[config.mk]
export PLATFORM = sky130hd
export DESIGN_NAME = iad_core
export DESIGN_NICKNAME = d
export VERILOG_FILES = /design/src/iad_pkg.sv /design/src/iad_core.sv /design/src/iad_gpr_mem.sv
export SDC_FILE = /design/constraint.sdc
export NUM_CORES = 2
export LEC_CHECK = 0
export BUFFER_PORTS_ARGS = -buffer_cell sky130_fd_sc_hd__buf_2
export CAP_MARGIN = 20
export CORE_MARGIN = 3
export CORE_UTILIZATION = 35
export CTS_CLUSTER_DIAMETER = 30
export CTS_CLUSTER_SIZE = 24
export DETAILED_ROUTE_END_ITERATION = 12
export PLACE_DENSITY = 0.48
export SLEW_MARGIN = 40
export SYNTH_ARGS = -nofsm -noshare
export SYNTH_HDL_FRONTEND = slang
export SYNTH_SLANG_ARGS = --single-unit
[constraint.sdc]
create_clock -name aclk -period 7.9 [get_ports aclk]
set_clock_uncertainty 0.15 [all_clocks]
set_input_delay 0.395 -clock aclk [delete_from_list [all_inputs] [get_ports aclk]]
set_output_delay 0.395 -clock aclk [all_outputs]
set_load 0.03 [all_outputs]
[src/iad_pkg.sv]
/*
  Shared constants and types for the integer add datapath: register
  offsets, field positions, reset values, operation codes and states.
  Assumes a 32-bit big-endian-numbered instruction word held with bit 0 at the MSB.
*/
`default_nettype none

package iad_pkg;

  // register byte offsets on the control bus
  localparam logic [7:0] OFS_INSTR = 8'h00;  // write launches one instruction
  localparam logic [7:0] OFS_CIA   = 8'h04;  // current instruction address
  localparam logic [7:0] OFS_NIA   = 8'h08;  // next instruction address, read only
  localparam logic [7:0] OFS_XER   = 8'h0c;  // fixed point exception register
  localparam logic [7:0] OFS_CR0   = 8'h10;  // condition field zero
  localparam logic [7:0] OFS_STAT  = 8'h14;  // status, read only
  localparam int         GPR_SEL   = 7;      // address bit marking the register window

  // fixed point exception register bits
  localparam int          XER_SO   = 31;  // sticky signed wrap
  localparam int          XER_OV   = 30;  // signed wrap flag
  localparam int          XER_CA   = 29;  // unsigned wrap bit
  localparam logic [31:0] XER_MASK = 32'he0000000;

  // condition field zero bits
  localparam int CR_LT = 3;
  localparam int CR_GT = 2;
  localparam int CR_EQ = 1;
  localparam int CR_SO = 0;

  // status bits
  localparam int STAT_BAD = 0;  // last instruction not recognised

  // instruction field positions, as indices of a [31:0] word
  localparam int OPC_LSB = 26;  // primary opcode, big-endian bits 0-5
  localparam int RT_LSB  = 21;  // target field, bits 6-10
  localparam int RA_LSB  = 16;  // first source, bits 11-15
  localparam int RB_LSB  = 11;  // second source, bits 16-20
  localparam int OE_BIT  = 10;  // overflow enable, bit 21
  localparam int XO_LSB  = 1;   // extended opcode, bits 22-30
  localparam int RC_BIT  = 0;   // record bit, bit 31

  // operation codes
  localparam logic [5:0] OPC_X   = 6'h1f;   // primary code 31
  localparam logic [8:0] XO_ADDC = 9'h00a;  // extended code 10
  localparam logic [8:0] XO_ADDE = 9'h08a;  // extended code 138

  // sequential step and reset values
  localparam logic [31:0] NIA_STEP = 32'h00000004;
  localparam logic [31:0] RST_CIA  = 32'h00000000;
  localparam logic [31:0] RST_XER  = 32'h00000000;
  localparam logic [3:0]  RST_CR0  = 4'h0;

  // bus responses
  localparam logic [1:0] RESP_OKAY   = 2'h0;
  localparam logic [1:0] RESP_SLVERR = 2'h2;

  typedef enum logic [1:0] {ST_IDLE, ST_FETCH, ST_EXEC, ST_RDG} iad_state_t;
  typedef enum logic [2:0] {OP_ADD, OP_ADDC, OP_ADDE, OP_ADDI, OP_BAD} iad_op_t;

endpackage

`default_nettype wire

[src/iad_core.sv]
/*
  Integer add datapath with its own register file, reached over AXI4-Lite.
  Writing the instruction register runs one add; reads stall while it runs.
  Assumes a single AXI4-Lite master on aclk and synchronous active-low reset.
*/
// Added by the designer: the AXI4-Lite slave port and the placing of the registers.
// Operation
// RULE_01: plain sum writes target, carry ignored
// RULE_02: carrying sum writes target, updates carry
// RULE_03: carry set when unsigned sum overflows
// RULE_04: extended sum adds carry flag as input
// RULE_05: record bit updates condition field zero
// RULE_06: overflow enable updates wrap and sticky
// RULE_07: decode carrying sum, opcode 31/10
// RULE_08: decode extended sum, opcode 31/138
// RULE_09: immediate with zero source loads constant
// RULE_10: immediate sum adds register, no flags
// RULE_11: next address is current plus four
// RULE_12: sign extension replicates top bit
// RULE_13: overflow sets wrap flag, ORs sticky
// RULE_14: condition from signed compare, copy sticky
`timescale 1ns/1ps
`default_nettype none

module iad_core
  import iad_pkg::*;
#(
  parameter logic [5:0] OPC_ADDI = 6'h0e,  // primary code of the immediate sum
  parameter logic [8:0] XO_ADD   = 9'h10a  // extended code of the plain sum
) (
  input  wire logic        aclk,
  input  wire logic        aresetn,
  input  wire logic [7:0]  awaddr,
  input  wire logic [2:0]  awprot,
  input  wire logic        awvalid,
  output logic             awready,
  input  wire logic [31:0] wdata,
  input  wire logic [3:0]  wstrb,
  input  wire logic        wvalid,
  output logic             wready,
  output logic [1:0]       bresp,
  output logic             bvalid,
  input  wire logic        bready,
  input  wire logic [7:0]  araddr,
  input  wire logic [2:0]  arprot,
  input  wire logic        arvalid,
  output logic             arready,
  output logic [31:0]      rdata,
  output logic [1:0]       rresp,
  output logic             rvalid,
  input  wire logic        rready
);

  ////////////////////////////////////////////////////////////////////////
  // state
  iad_state_t  st, next_st;             // sequencer
  logic [31:0] instr, next_instr;       // instruction being run
  logic [31:0] current_instr_addr, next_cia;           // current instruction address
  logic [31:0] next_instr_addr, next_nia;           // next instruction address
  logic [31:0] fixed_point_exception_reg, next_xer;           // fixed point exception register
  logic [3:0]  cr0, next_cr0;           // condition field zero
  logic        bad, next_bad;           // last word was not an add
  logic        next_bvalid, next_rvalid;
  logic [1:0]  next_bresp, next_rresp;
  logic [31:0] next_rdata;

  // register file ports
  logic        mem_we;
  logic [4:0]  mem_waddr;
  logic [31:0] mem_wdata;
  logic [4:0]  mem_raddr_a;
  logic [31:0] rdata_a, rdata_b;

  // instruction fields
  logic [4:0]  target_reg_field, source_a_field, source_b_field;
  logic        ovf_enable_bit, record_bit;
  logic [15:0] constant_operand_field;

  // datapath
  iad_op_t     op;                      // decoded operation
  logic [31:0] a_in, b_in;              // adder operands
  logic        c_in;                    // adder carry in
  logic [32:0] sum;                     // result with carry out
  logic        sov;                     // signed wrap of this sum
  logic        wr_go, rd_go;            // bus requests taken this cycle
  logic        reg_form;                // op has oe and record bits

  ////////////////////////////////////////////////////////////////////////
  // functions

  // classify the instruction word
  function automatic iad_op_t decode_op(input logic [31:0] w);
    logic [5:0] opc;
    logic [8:0] xo;
    opc = w[OPC_LSB +: 6];
    xo  = w[XO_LSB +: 9];
    if (opc == OPC_X && xo == XO_ADD) begin
      decode_op = OP_ADD;
    end else if (opc == OPC_X && xo == XO_ADDC) begin  // see RULE_07
      decode_op = OP_ADDC;
    end else if (opc == OPC_X && xo == XO_ADDE) begin  // see RULE_08
      decode_op = OP_ADDE;
    end else if (opc == OPC_ADDI) begin
      decode_op = OP_ADDI;
    end else begin
      decode_op = OP_BAD;
    end
  endfunction

  // widen a 16-bit constant by copying its top bit
  function automatic logic [31:0] sign_extend(input logic [15:0] v);
    sign_extend = {{16{v[15]}}, v};  // see RULE_12
  endfunction

  // signed wrap: like-signed operands giving an unlike-signed result
  function automatic logic wrap_signed(input logic [31:0] a, input logic [31:0] b,
                                       input logic [31:0] r);
    wrap_signed = (a[31] == b[31]) && (r[31] != a[31]);
  endfunction

  // replace the bytes selected by the strobes
  function automatic logic [31:0] apply_strb(input logic [31:0] old, input logic [31:0] nw,
                                             input logic [3:0] s);
    apply_strb = old;
    for (int i = 0; i < 4; i++) begin
      if (s[i]) begin
        apply_strb[8*i +: 8] = nw[8*i +: 8];
      end
    end
  endfunction

  ////////////////////////////////////////////////////////////////////////
  // field extraction and register file
  assign target_reg_field       = instr[RT_LSB +: 5];
  assign source_a_field         = instr[RA_LSB +: 5];
  assign source_b_field         = instr[RB_LSB +: 5];
  assign ovf_enable_bit         = instr[OE_BIT];
  assign record_bit             = instr[RC_BIT];
  assign constant_operand_field = instr[15:0];
  assign op                     = decode_op(instr);
  assign reg_form               = (op == OP_ADD) || (op == OP_ADDC) || (op == OP_ADDE);

  // port a serves the first source while fetching, the bus otherwise
  assign mem_raddr_a = (st == ST_FETCH) ? source_a_field : araddr[6:2];

  iad_gpr_mem #(
    .WIDTH (32),
    .DEPTH (32),
    .AW    (5)
  ) u_gpr (
    .aclk    (aclk),
    .we      (mem_we),
    .waddr   (mem_waddr),
    .wdata   (mem_wdata),
    .raddr_a (mem_raddr_a),
    .rdata_a (rdata_a),
    .raddr_b (source_b_field),
    .rdata_b (rdata_b)
  );

  ////////////////////////////////////////////////////////////////////////
  // bus handshakes: one access at a time, only while idle, writes first
  assign wr_go    = (st == ST_IDLE) && awvalid && wvalid && !bvalid;
  assign rd_go    = (st == ST_IDLE) && arvalid && !rvalid && !wr_go;
  assign awready  = wr_go;
  assign wready   = wr_go;
  assign arready  = rd_go;

  ////////////////////////////////////////////////////////////////////////
  // one shared adder; operand choice depends on the operation
  always_comb begin
    a_in = rdata_a;
    b_in = rdata_b;
    c_in = 1'b0;
    case (op)
      OP_ADDE: begin
        c_in = fixed_point_exception_reg[XER_CA];  // see RULE_04
      end
      OP_ADDI: begin
        // zero source field means constant zero, not register zero
        a_in = (source_a_field == 5'h00) ? 32'h00000000 : rdata_a;  // see RULE_09
        b_in = sign_extend(constant_operand_field);                  // see RULE_10
      end
      default: begin
        c_in = 1'b0;  // plain and carrying sums take no carry in
      end
    endcase
    sum = {1'b0, a_in} + {1'b0, b_in} + {32'h00000000, c_in};  // see RULE_01
    sov = wrap_signed(a_in, b_in, sum[31:0]);
  end

  ////////////////////////////////////////////////////////////////////////
  // next values of sequencer, registers and bus answers
  always_comb begin
    next_st     = st;
    next_instr  = instr;
    next_cia    = current_instr_addr;
    next_nia    = next_instr_addr;
    next_xer    = fixed_point_exception_reg;
    next_cr0    = cr0;
    next_bad    = bad;
    next_bvalid = bvalid & ~bready;
    next_bresp  = bresp;
    next_rvalid = rvalid & ~rready;
    next_rresp  = rresp;
    next_rdata  = rdata;
    mem_we      = 1'b0;
    mem_waddr   = awaddr[6:2];
    mem_wdata   = wdata;
    case (st)
      ST_IDLE: begin
        if (wr_go) begin
          next_bvalid = 1'b1;
          next_bresp  = RESP_OKAY;
          if (awaddr[GPR_SEL] && awaddr[1:0] == 2'h0) begin
            // registers take whole words only; a partial write is refused
            if (wstrb == 4'hf) begin
              mem_we = 1'b1;
            end else begin
              next_bresp = RESP_SLVERR;
            end
          end else begin
            case (awaddr)
              OFS_INSTR: begin
                next_instr = apply_strb(instr, wdata, wstrb);
                next_st    = ST_FETCH;
              end
              OFS_CIA:  next_cia = apply_strb(current_instr_addr, wdata, wstrb);
              OFS_XER:  next_xer = apply_strb(fixed_point_exception_reg, wdata, wstrb) & XER_MASK;
              OFS_CR0: begin
                if (wstrb[0]) begin
                  next_cr0 = wdata[3:0];
                end
              end
              OFS_NIA, OFS_STAT: begin
                next_bresp = RESP_OKAY;  // read only, write ignored
              end
              default: next_bresp = RESP_SLVERR;
            endcase
          end
        end else if (rd_go) begin
          if (araddr[GPR_SEL] && araddr[1:0] == 2'h0) begin
            next_st = ST_RDG;  // array data arrive one cycle later
          end else begin
            next_rvalid = 1'b1;
            next_rresp  = RESP_OKAY;
            case (araddr)
              OFS_INSTR: next_rdata = instr;
              OFS_CIA:   next_rdata = current_instr_addr;
              OFS_NIA:   next_rdata = next_instr_addr;
              OFS_XER:   next_rdata = fixed_point_exception_reg;
              OFS_CR0:   next_rdata = {28'h0000000, cr0};
              OFS_STAT:  next_rdata = {31'h00000000, bad};
              default: begin
                next_rdata = 32'h00000000;
                next_rresp = RESP_SLVERR;
              end
            endcase
          end
        end
      end
      ST_FETCH: begin
        next_st = ST_EXEC;  // operands are being read from the array
      end
      ST_EXEC: begin
        next_st = ST_IDLE;
        if (op == OP_BAD) begin
          next_bad = 1'b1;  // nothing written, address not advanced
        end else begin
          next_bad  = 1'b0;
          mem_we    = 1'b1;
          mem_waddr = target_reg_field;
          mem_wdata = sum[31:0];              // see RULE_01
          next_nia  = current_instr_addr + NIA_STEP;         // see RULE_11
          next_cia  = current_instr_addr + NIA_STEP;
          if (op == OP_ADDC || op == OP_ADDE) begin
            next_xer[XER_CA] = sum[32];       // see RULE_02, RULE_03
          end
          if (reg_form && ovf_enable_bit) begin
            next_xer[XER_OV] = sov;                // see RULE_06
            next_xer[XER_SO] = fixed_point_exception_reg[XER_SO] | sov;  // see RULE_13
          end
          if (reg_form && record_bit) begin
            next_cr0[CR_LT] = sum[31];                                // see RULE_05
            next_cr0[CR_GT] = !sum[31] && (sum[31:0] != 32'h00000000); // see RULE_14
            next_cr0[CR_EQ] = (sum[31:0] == 32'h00000000);
            next_cr0[CR_SO] = next_xer[XER_SO];
          end
        end
      end
      ST_RDG: begin
        next_st     = ST_IDLE;
        next_rvalid = 1'b1;
        next_rresp  = RESP_OKAY;
        next_rdata  = rdata_a;
      end
      default: begin
        next_st = ST_IDLE;
      end
    endcase
  end

  ////////////////////////////////////////////////////////////////////////
  // registers
  always_ff @(posedge aclk) begin
    if (!aresetn) begin
      st     <= ST_IDLE;
      instr  <= 32'h00000000;
      current_instr_addr    <= RST_CIA;
      next_instr_addr    <= RST_CIA;
      fixed_point_exception_reg    <= RST_XER;
      cr0    <= RST_CR0;
      bad    <= 1'b0;
      bvalid <= 1'b0;
      bresp  <= RESP_OKAY;
      rvalid <= 1'b0;
      rresp  <= RESP_OKAY;
      rdata  <= 32'h00000000;
    end else begin
      st     <= next_st;
      instr  <= next_instr;
      current_instr_addr    <= next_cia;
      next_instr_addr    <= next_nia;
      fixed_point_exception_reg    <= next_xer;
      cr0    <= next_cr0;
      bad    <= next_bad;
      bvalid <= next_bvalid;
      bresp  <= next_bresp;
      rvalid <= next_rvalid;
      rresp  <= next_rresp;
      rdata  <= next_rdata;
    end
  end

  ////////////////////////////////////////////////////////////////////////
  // checks
  logic [32:0] chk_sum;  // independent unsigned sum for the carry check
  assign chk_sum = {1'b0, rdata_a} + {1'b0, rdata_b}
                 + {32'h00000000, (op == OP_ADDE) & fixed_point_exception_reg[XER_CA]};
endmodule

`default_nettype wire

[src/iad_gpr_mem.sv]
/*
  General register file: one write port, two read ports, read data
  registered. Assumes the caller never relies on write-then-read in one cycle.
*/
`timescale 1ns/1ps
`default_nettype none

module iad_gpr_mem #(
  parameter int WIDTH = 32,
  parameter int DEPTH = 32,
  parameter int AW    = 5
) (
  input  wire logic             aclk,
  input  wire logic             we,
  input  wire logic [AW-1:0]    waddr,
  input  wire logic [WIDTH-1:0] wdata,
  input  wire logic [AW-1:0]    raddr_a,
  output logic      [WIDTH-1:0] rdata_a,
  input  wire logic [AW-1:0]    raddr_b,
  output logic      [WIDTH-1:0] rdata_b
);

  logic [WIDTH-1:0] mem [DEPTH];  // storage, no reset as in a real array

  ////////////////////////////////////////////////////////////////////////
  // write and registered read; a read of the word being written sees the old value
  always_ff @(posedge aclk) begin
    if (we) begin
      mem[waddr] <= wdata;
    end
    rdata_a <= mem[raddr_a];
    rdata_b <= mem[raddr_b];
  end

endmodule

`default_nettype wire

==> impl_metrics.toml <==
[synthesis]
ys_seq_elements = 1230
synth_area_sq_mm = 0.0588
yosys_most_used_dff = "edfxtp_1"
yosys_warnings = 0
avgSynthCellArea_sq_um = 15.1
ys_types = 81
synth-edff-count = 1024
synthCells = 3900
synthArstFlopShare_pct = 0
ys_seq_area_share_pct = 59.3

[route]
drt-initial-drc-count = 4240
wl_um = 205000
wire_per_inst_um = 30.8
drt_drc_violations_left = 0
num_vias = 39500
viasPerCell = 5.92
drt.antenna.violating_nets = 0
dr.pass1.iters = 6

[sta]
fmax_mhz = 177
finalHoldViolCount = 0
setup_viol = 0
slew_headroom_pct = 24.7
period_needed_ns = 5.65
rsz0062_at_grt = "false"
hold-worst-slack_ns = 0.119
slew_viol_final = 0
worst_pin_slew_ns = 1.13
setup_tns_ns = 0
fin_crit_sh_pct = 71.5
finalWorstSetupSlack_ns = 2.25

[setup_path]
start_kind = "flop"
critPathMaxStageDelay_ns = 0.61
path_max_fanout = 15
cp_common_cell = "nand4_1"
endpoint_kind = "flop"
worstPathArrival_ns = 6.30
crit_family = "simple AND/OR/NAND/NOR gates"
cp_num_buf_inv = 1
crit_cells = 16
critPathSlowestCell = "nor3_4"
crit_type = "reg2reg"
path_cells = "nand4b_1 -> or3_2 -> nor3_4 -> buf_4 -> nor2b_1 -> ha_1 -> nand4_1 -> or3_1 -> o22ai_1 -> nor2_1 -> a21boi_0 -> o21ai_0 -> nor4b_1 -> nand4_1 -> o221ai_1 -> o211a_1"
reg2reg_depth = 16
required_ns = 8.55

[global_route]
grt_use_total_pct = 23.6
overflow = 0
grt_pass1_vias = 39600
grt_pass1_wl_um = 294000
grt_max_degree = 106
antenna_found_initial = 8

[power]
power.net_switching_mw = 6.13
vdd_drop_max_v = 0.000215
sw_frac_of_total_pct = 25.8
pwr-share-comb_pct = 13.4
p_seq_share_pct = 31.4
total_leakage_power_nw = 24.9
intPower_mw = 17.7
p_clk_share_pct = 55.3
power_density_mw_per_mm2 = 319

[floorplanning]
die_h_um = 416
die_area_sq_mm = 0.173
core_area_sq_mm = 0.166
boundaryPins = 106
initial_core_util_pct = 35.4
fp-row-count = 149
die_w_um = 416

[clocking]
root_buffer = "clkbuf_16"
clockBufferDepth = 4
cts_made_buffers = 318
h-tree-depth = 5
cts_tree = "built"
clkLatencyLatePin_ns = 0.91
cts.clk_slew.worst_paths_ns = 0.04
cts_setup_buffers = 0
clock-sinks = 1230

[place]
place_ws_ns = 2.30
hpwl_um = 118000
port_buffers = 97
gp_congestion = 0.898

[hold_path]
holdPathStages = 4
hp-class = "in2reg"

[final_layout]
area_delta_synth_final_pct = 27.0
top_register = "u_gpr.mem"
post_route_cells_drive_above_1_share_pct = 32.3
layout.nets = 4355
largest_reg_flops = 1024

[outcome]
status = "completed"

[job]
drv_cap = 0
power groups by stage:
stage / logic [mW] / registers [mW] / clock network [mW]
floorplan: 2.04 / 7.52 / 0
global placement: 3.12 / 7.57 / 0
detailed placement: 3.13 / 7.57 / 0
CTS: 3.17 / 7.46 / 13.3
global route: 3.43 / 7.45 / 13.7
finish: 3.18 / 7.46 / 13.1
routing by layer:
metal / vias up / global-route usage [%] / routed length (um)
met2: 1846 / 37.9 / 97800
met3: 410 / 4.17 / 14900
met5: - / 0 / 0
met1: 20900 / 32.3 / 86100
met4: 0 / 8.10 / 6580
li1: 16400 / - / -
final cells by class:
| cell class | count | area [sq um] |
|---|---|---|
| tap | 2189 | 2740 |
| timing repair buffer | 318 | 2790 |
| inverter | 34 | 130 |
| sequential | 1230 | 34900 |
| antenna | 1 | 2.50 |
| multi-input combinational | 2349 | 23200 |
| clock inverter | 179 | 2390 |
| clock buffer | 380 | 8500 |
| fill | 14500 | 91300 |
logic make-up after synthesis:
group	count (synthesis)	share of synthesized area [%]
adders and majority gates	39	0.856
other	1	0.00638
and+or+nand+nor	1145	8.66
AOI/OAI and AO/OA	490	5.24
buffers and inverters	322	2.15
DFF	1230	59.3
xor gates and xnor gates	36	0.536
muxes	637	23.2
worst register-to-register path, stage by stage (launching register included):
cell	delay, ns
dfxtp_1	0.31
nand4b_1	0.23
or3_2	0.50
nor3_4	0.61
buf_4	0.36
nor2b_1	0.09
ha_1	0.49
nand4_1	0.17
or3_1	0.40
o22ai_1	0.38
nor2_1	0.16
a21boi_0	0.42
o21ai_0	0.16
nor4b_1	0.41
nand4_1	0.34
o221ai_1	0.25
o211a_1	0.17
cells in the mapped netlist, types with 15 or more instances:
cell type	n	area (sq um)
edfxtp_1	1024	30700
mux4_2	580	13100
nand2_1	562	2110
nand3_1	223	1120
dfxtp_1	206	4120
clkbuf_1	199	747
nor2_1	183	687
o21ai_0	132	661
a21oi_1	130	651
a211oi_1	62	465
buf_1	53	199
nor2b_1	48	300
a22oi_1	41	308
mux2i_1	39	390
ha_1	37	463
buf_2	32	160
inv_1	32	120
a21o_1	27	203
a31oi_1	22	138
nor3_1	21	105
xor2_1	19	166
mux2_2	18	203
xnor2_1	17	149
nand4_1	15	93.8
worst paths after layout:
kind | startpoint | to | slack [ns]
max | instr[31]$_SDFFE_PN0P_ | cr0[1]$_SDFFE_PN0P_ | 2.25
min | wstrb[2] | instr[16]$_SDFFE_PN0P_ | 0.12
max reg2reg | instr[31]$_SDFFE_PN0P_ | cr0[1]$_SDFFE_PN0P_ | 2.25
min reg2reg | next_instr_addr[3]$_SDFFE_PN0P_ | next_instr_addr[3]$_SDFFE_PN0P_ | 0.30
through the flow:
stage	utilization [%]	total power [mW]	cell area, sq um	std cells
after global routing	45.0	24.6	74700	6680
after floorplan	-	9.56	58800	3901
final	45.0	23.8	74700	6680
after CTS	45.0	23.9	74600	6679
after detailed placement	37.9	10.7	62900	6038
after global placement	37.6	10.7	62400	6017
what timing repair did:
action / CTS / global route
hold buffers: 82 / 0
endpoints found under the hold margin: 87 / 0
gates resized for setup: 0 / 0
cells in the final DEF (no fill, tap or decap), types with 12 or more instances in the layout:
| cell type | netlist | layout |
|---|---|---|
| edfxtp_1 | 1024 | 1024 |
| buf_2 | 32 | 97 |
| clkbuf_1 | 199 | 39 |
| bufinv_16 | 0 | 52 |
| xor2_1 | 19 | 19 |
| nor2_1 | 183 | 149 |
| clkbuf_16 | 0 | 325 |
| o21ai_2 | 0 | 12 |
| xnor2_1 | 17 | 17 |
| a31oi_1 | 22 | 17 |
| a22oi_1 | 41 | 41 |
| nand4_1 | 15 | 15 |
| inv_1 | 32 | 32 |
| a211oi_1 | 62 | 62 |
| nor2b_1 | 48 | 47 |
| clkinv_1 | 1 | 16 |
| o211ai_1 | 12 | 12 |
| clkinvlp_4 | 0 | 31 |
| nor3_1 | 21 | 21 |
| mux4_2 | 580 | 580 |
| dlygate4sd3_1 | 0 | 82 |
| a21oi_1 | 130 | 125 |
| buf_4 | 3 | 87 |
| mux2i_1 | 39 | 33 |
| dfxtp_1 | 206 | 201 |
| nor2_4 | 0 | 33 |
| buf_6 | 0 | 28 |
| mux2_2 | 18 | 16 |
| clkinv_2 | 0 | 49 |
| nand3_1 | 223 | 223 |
| clkbuf_8 | 0 | 16 |
| nand2_1 | 562 | 555 |
| ha_1 | 37 | 35 |
| inv_6 | 0 | 22 |
| o21ai_0 | 132 | 114 |
| a21o_1 | 27 | 26 |
(Power assumes the default switching activity.)
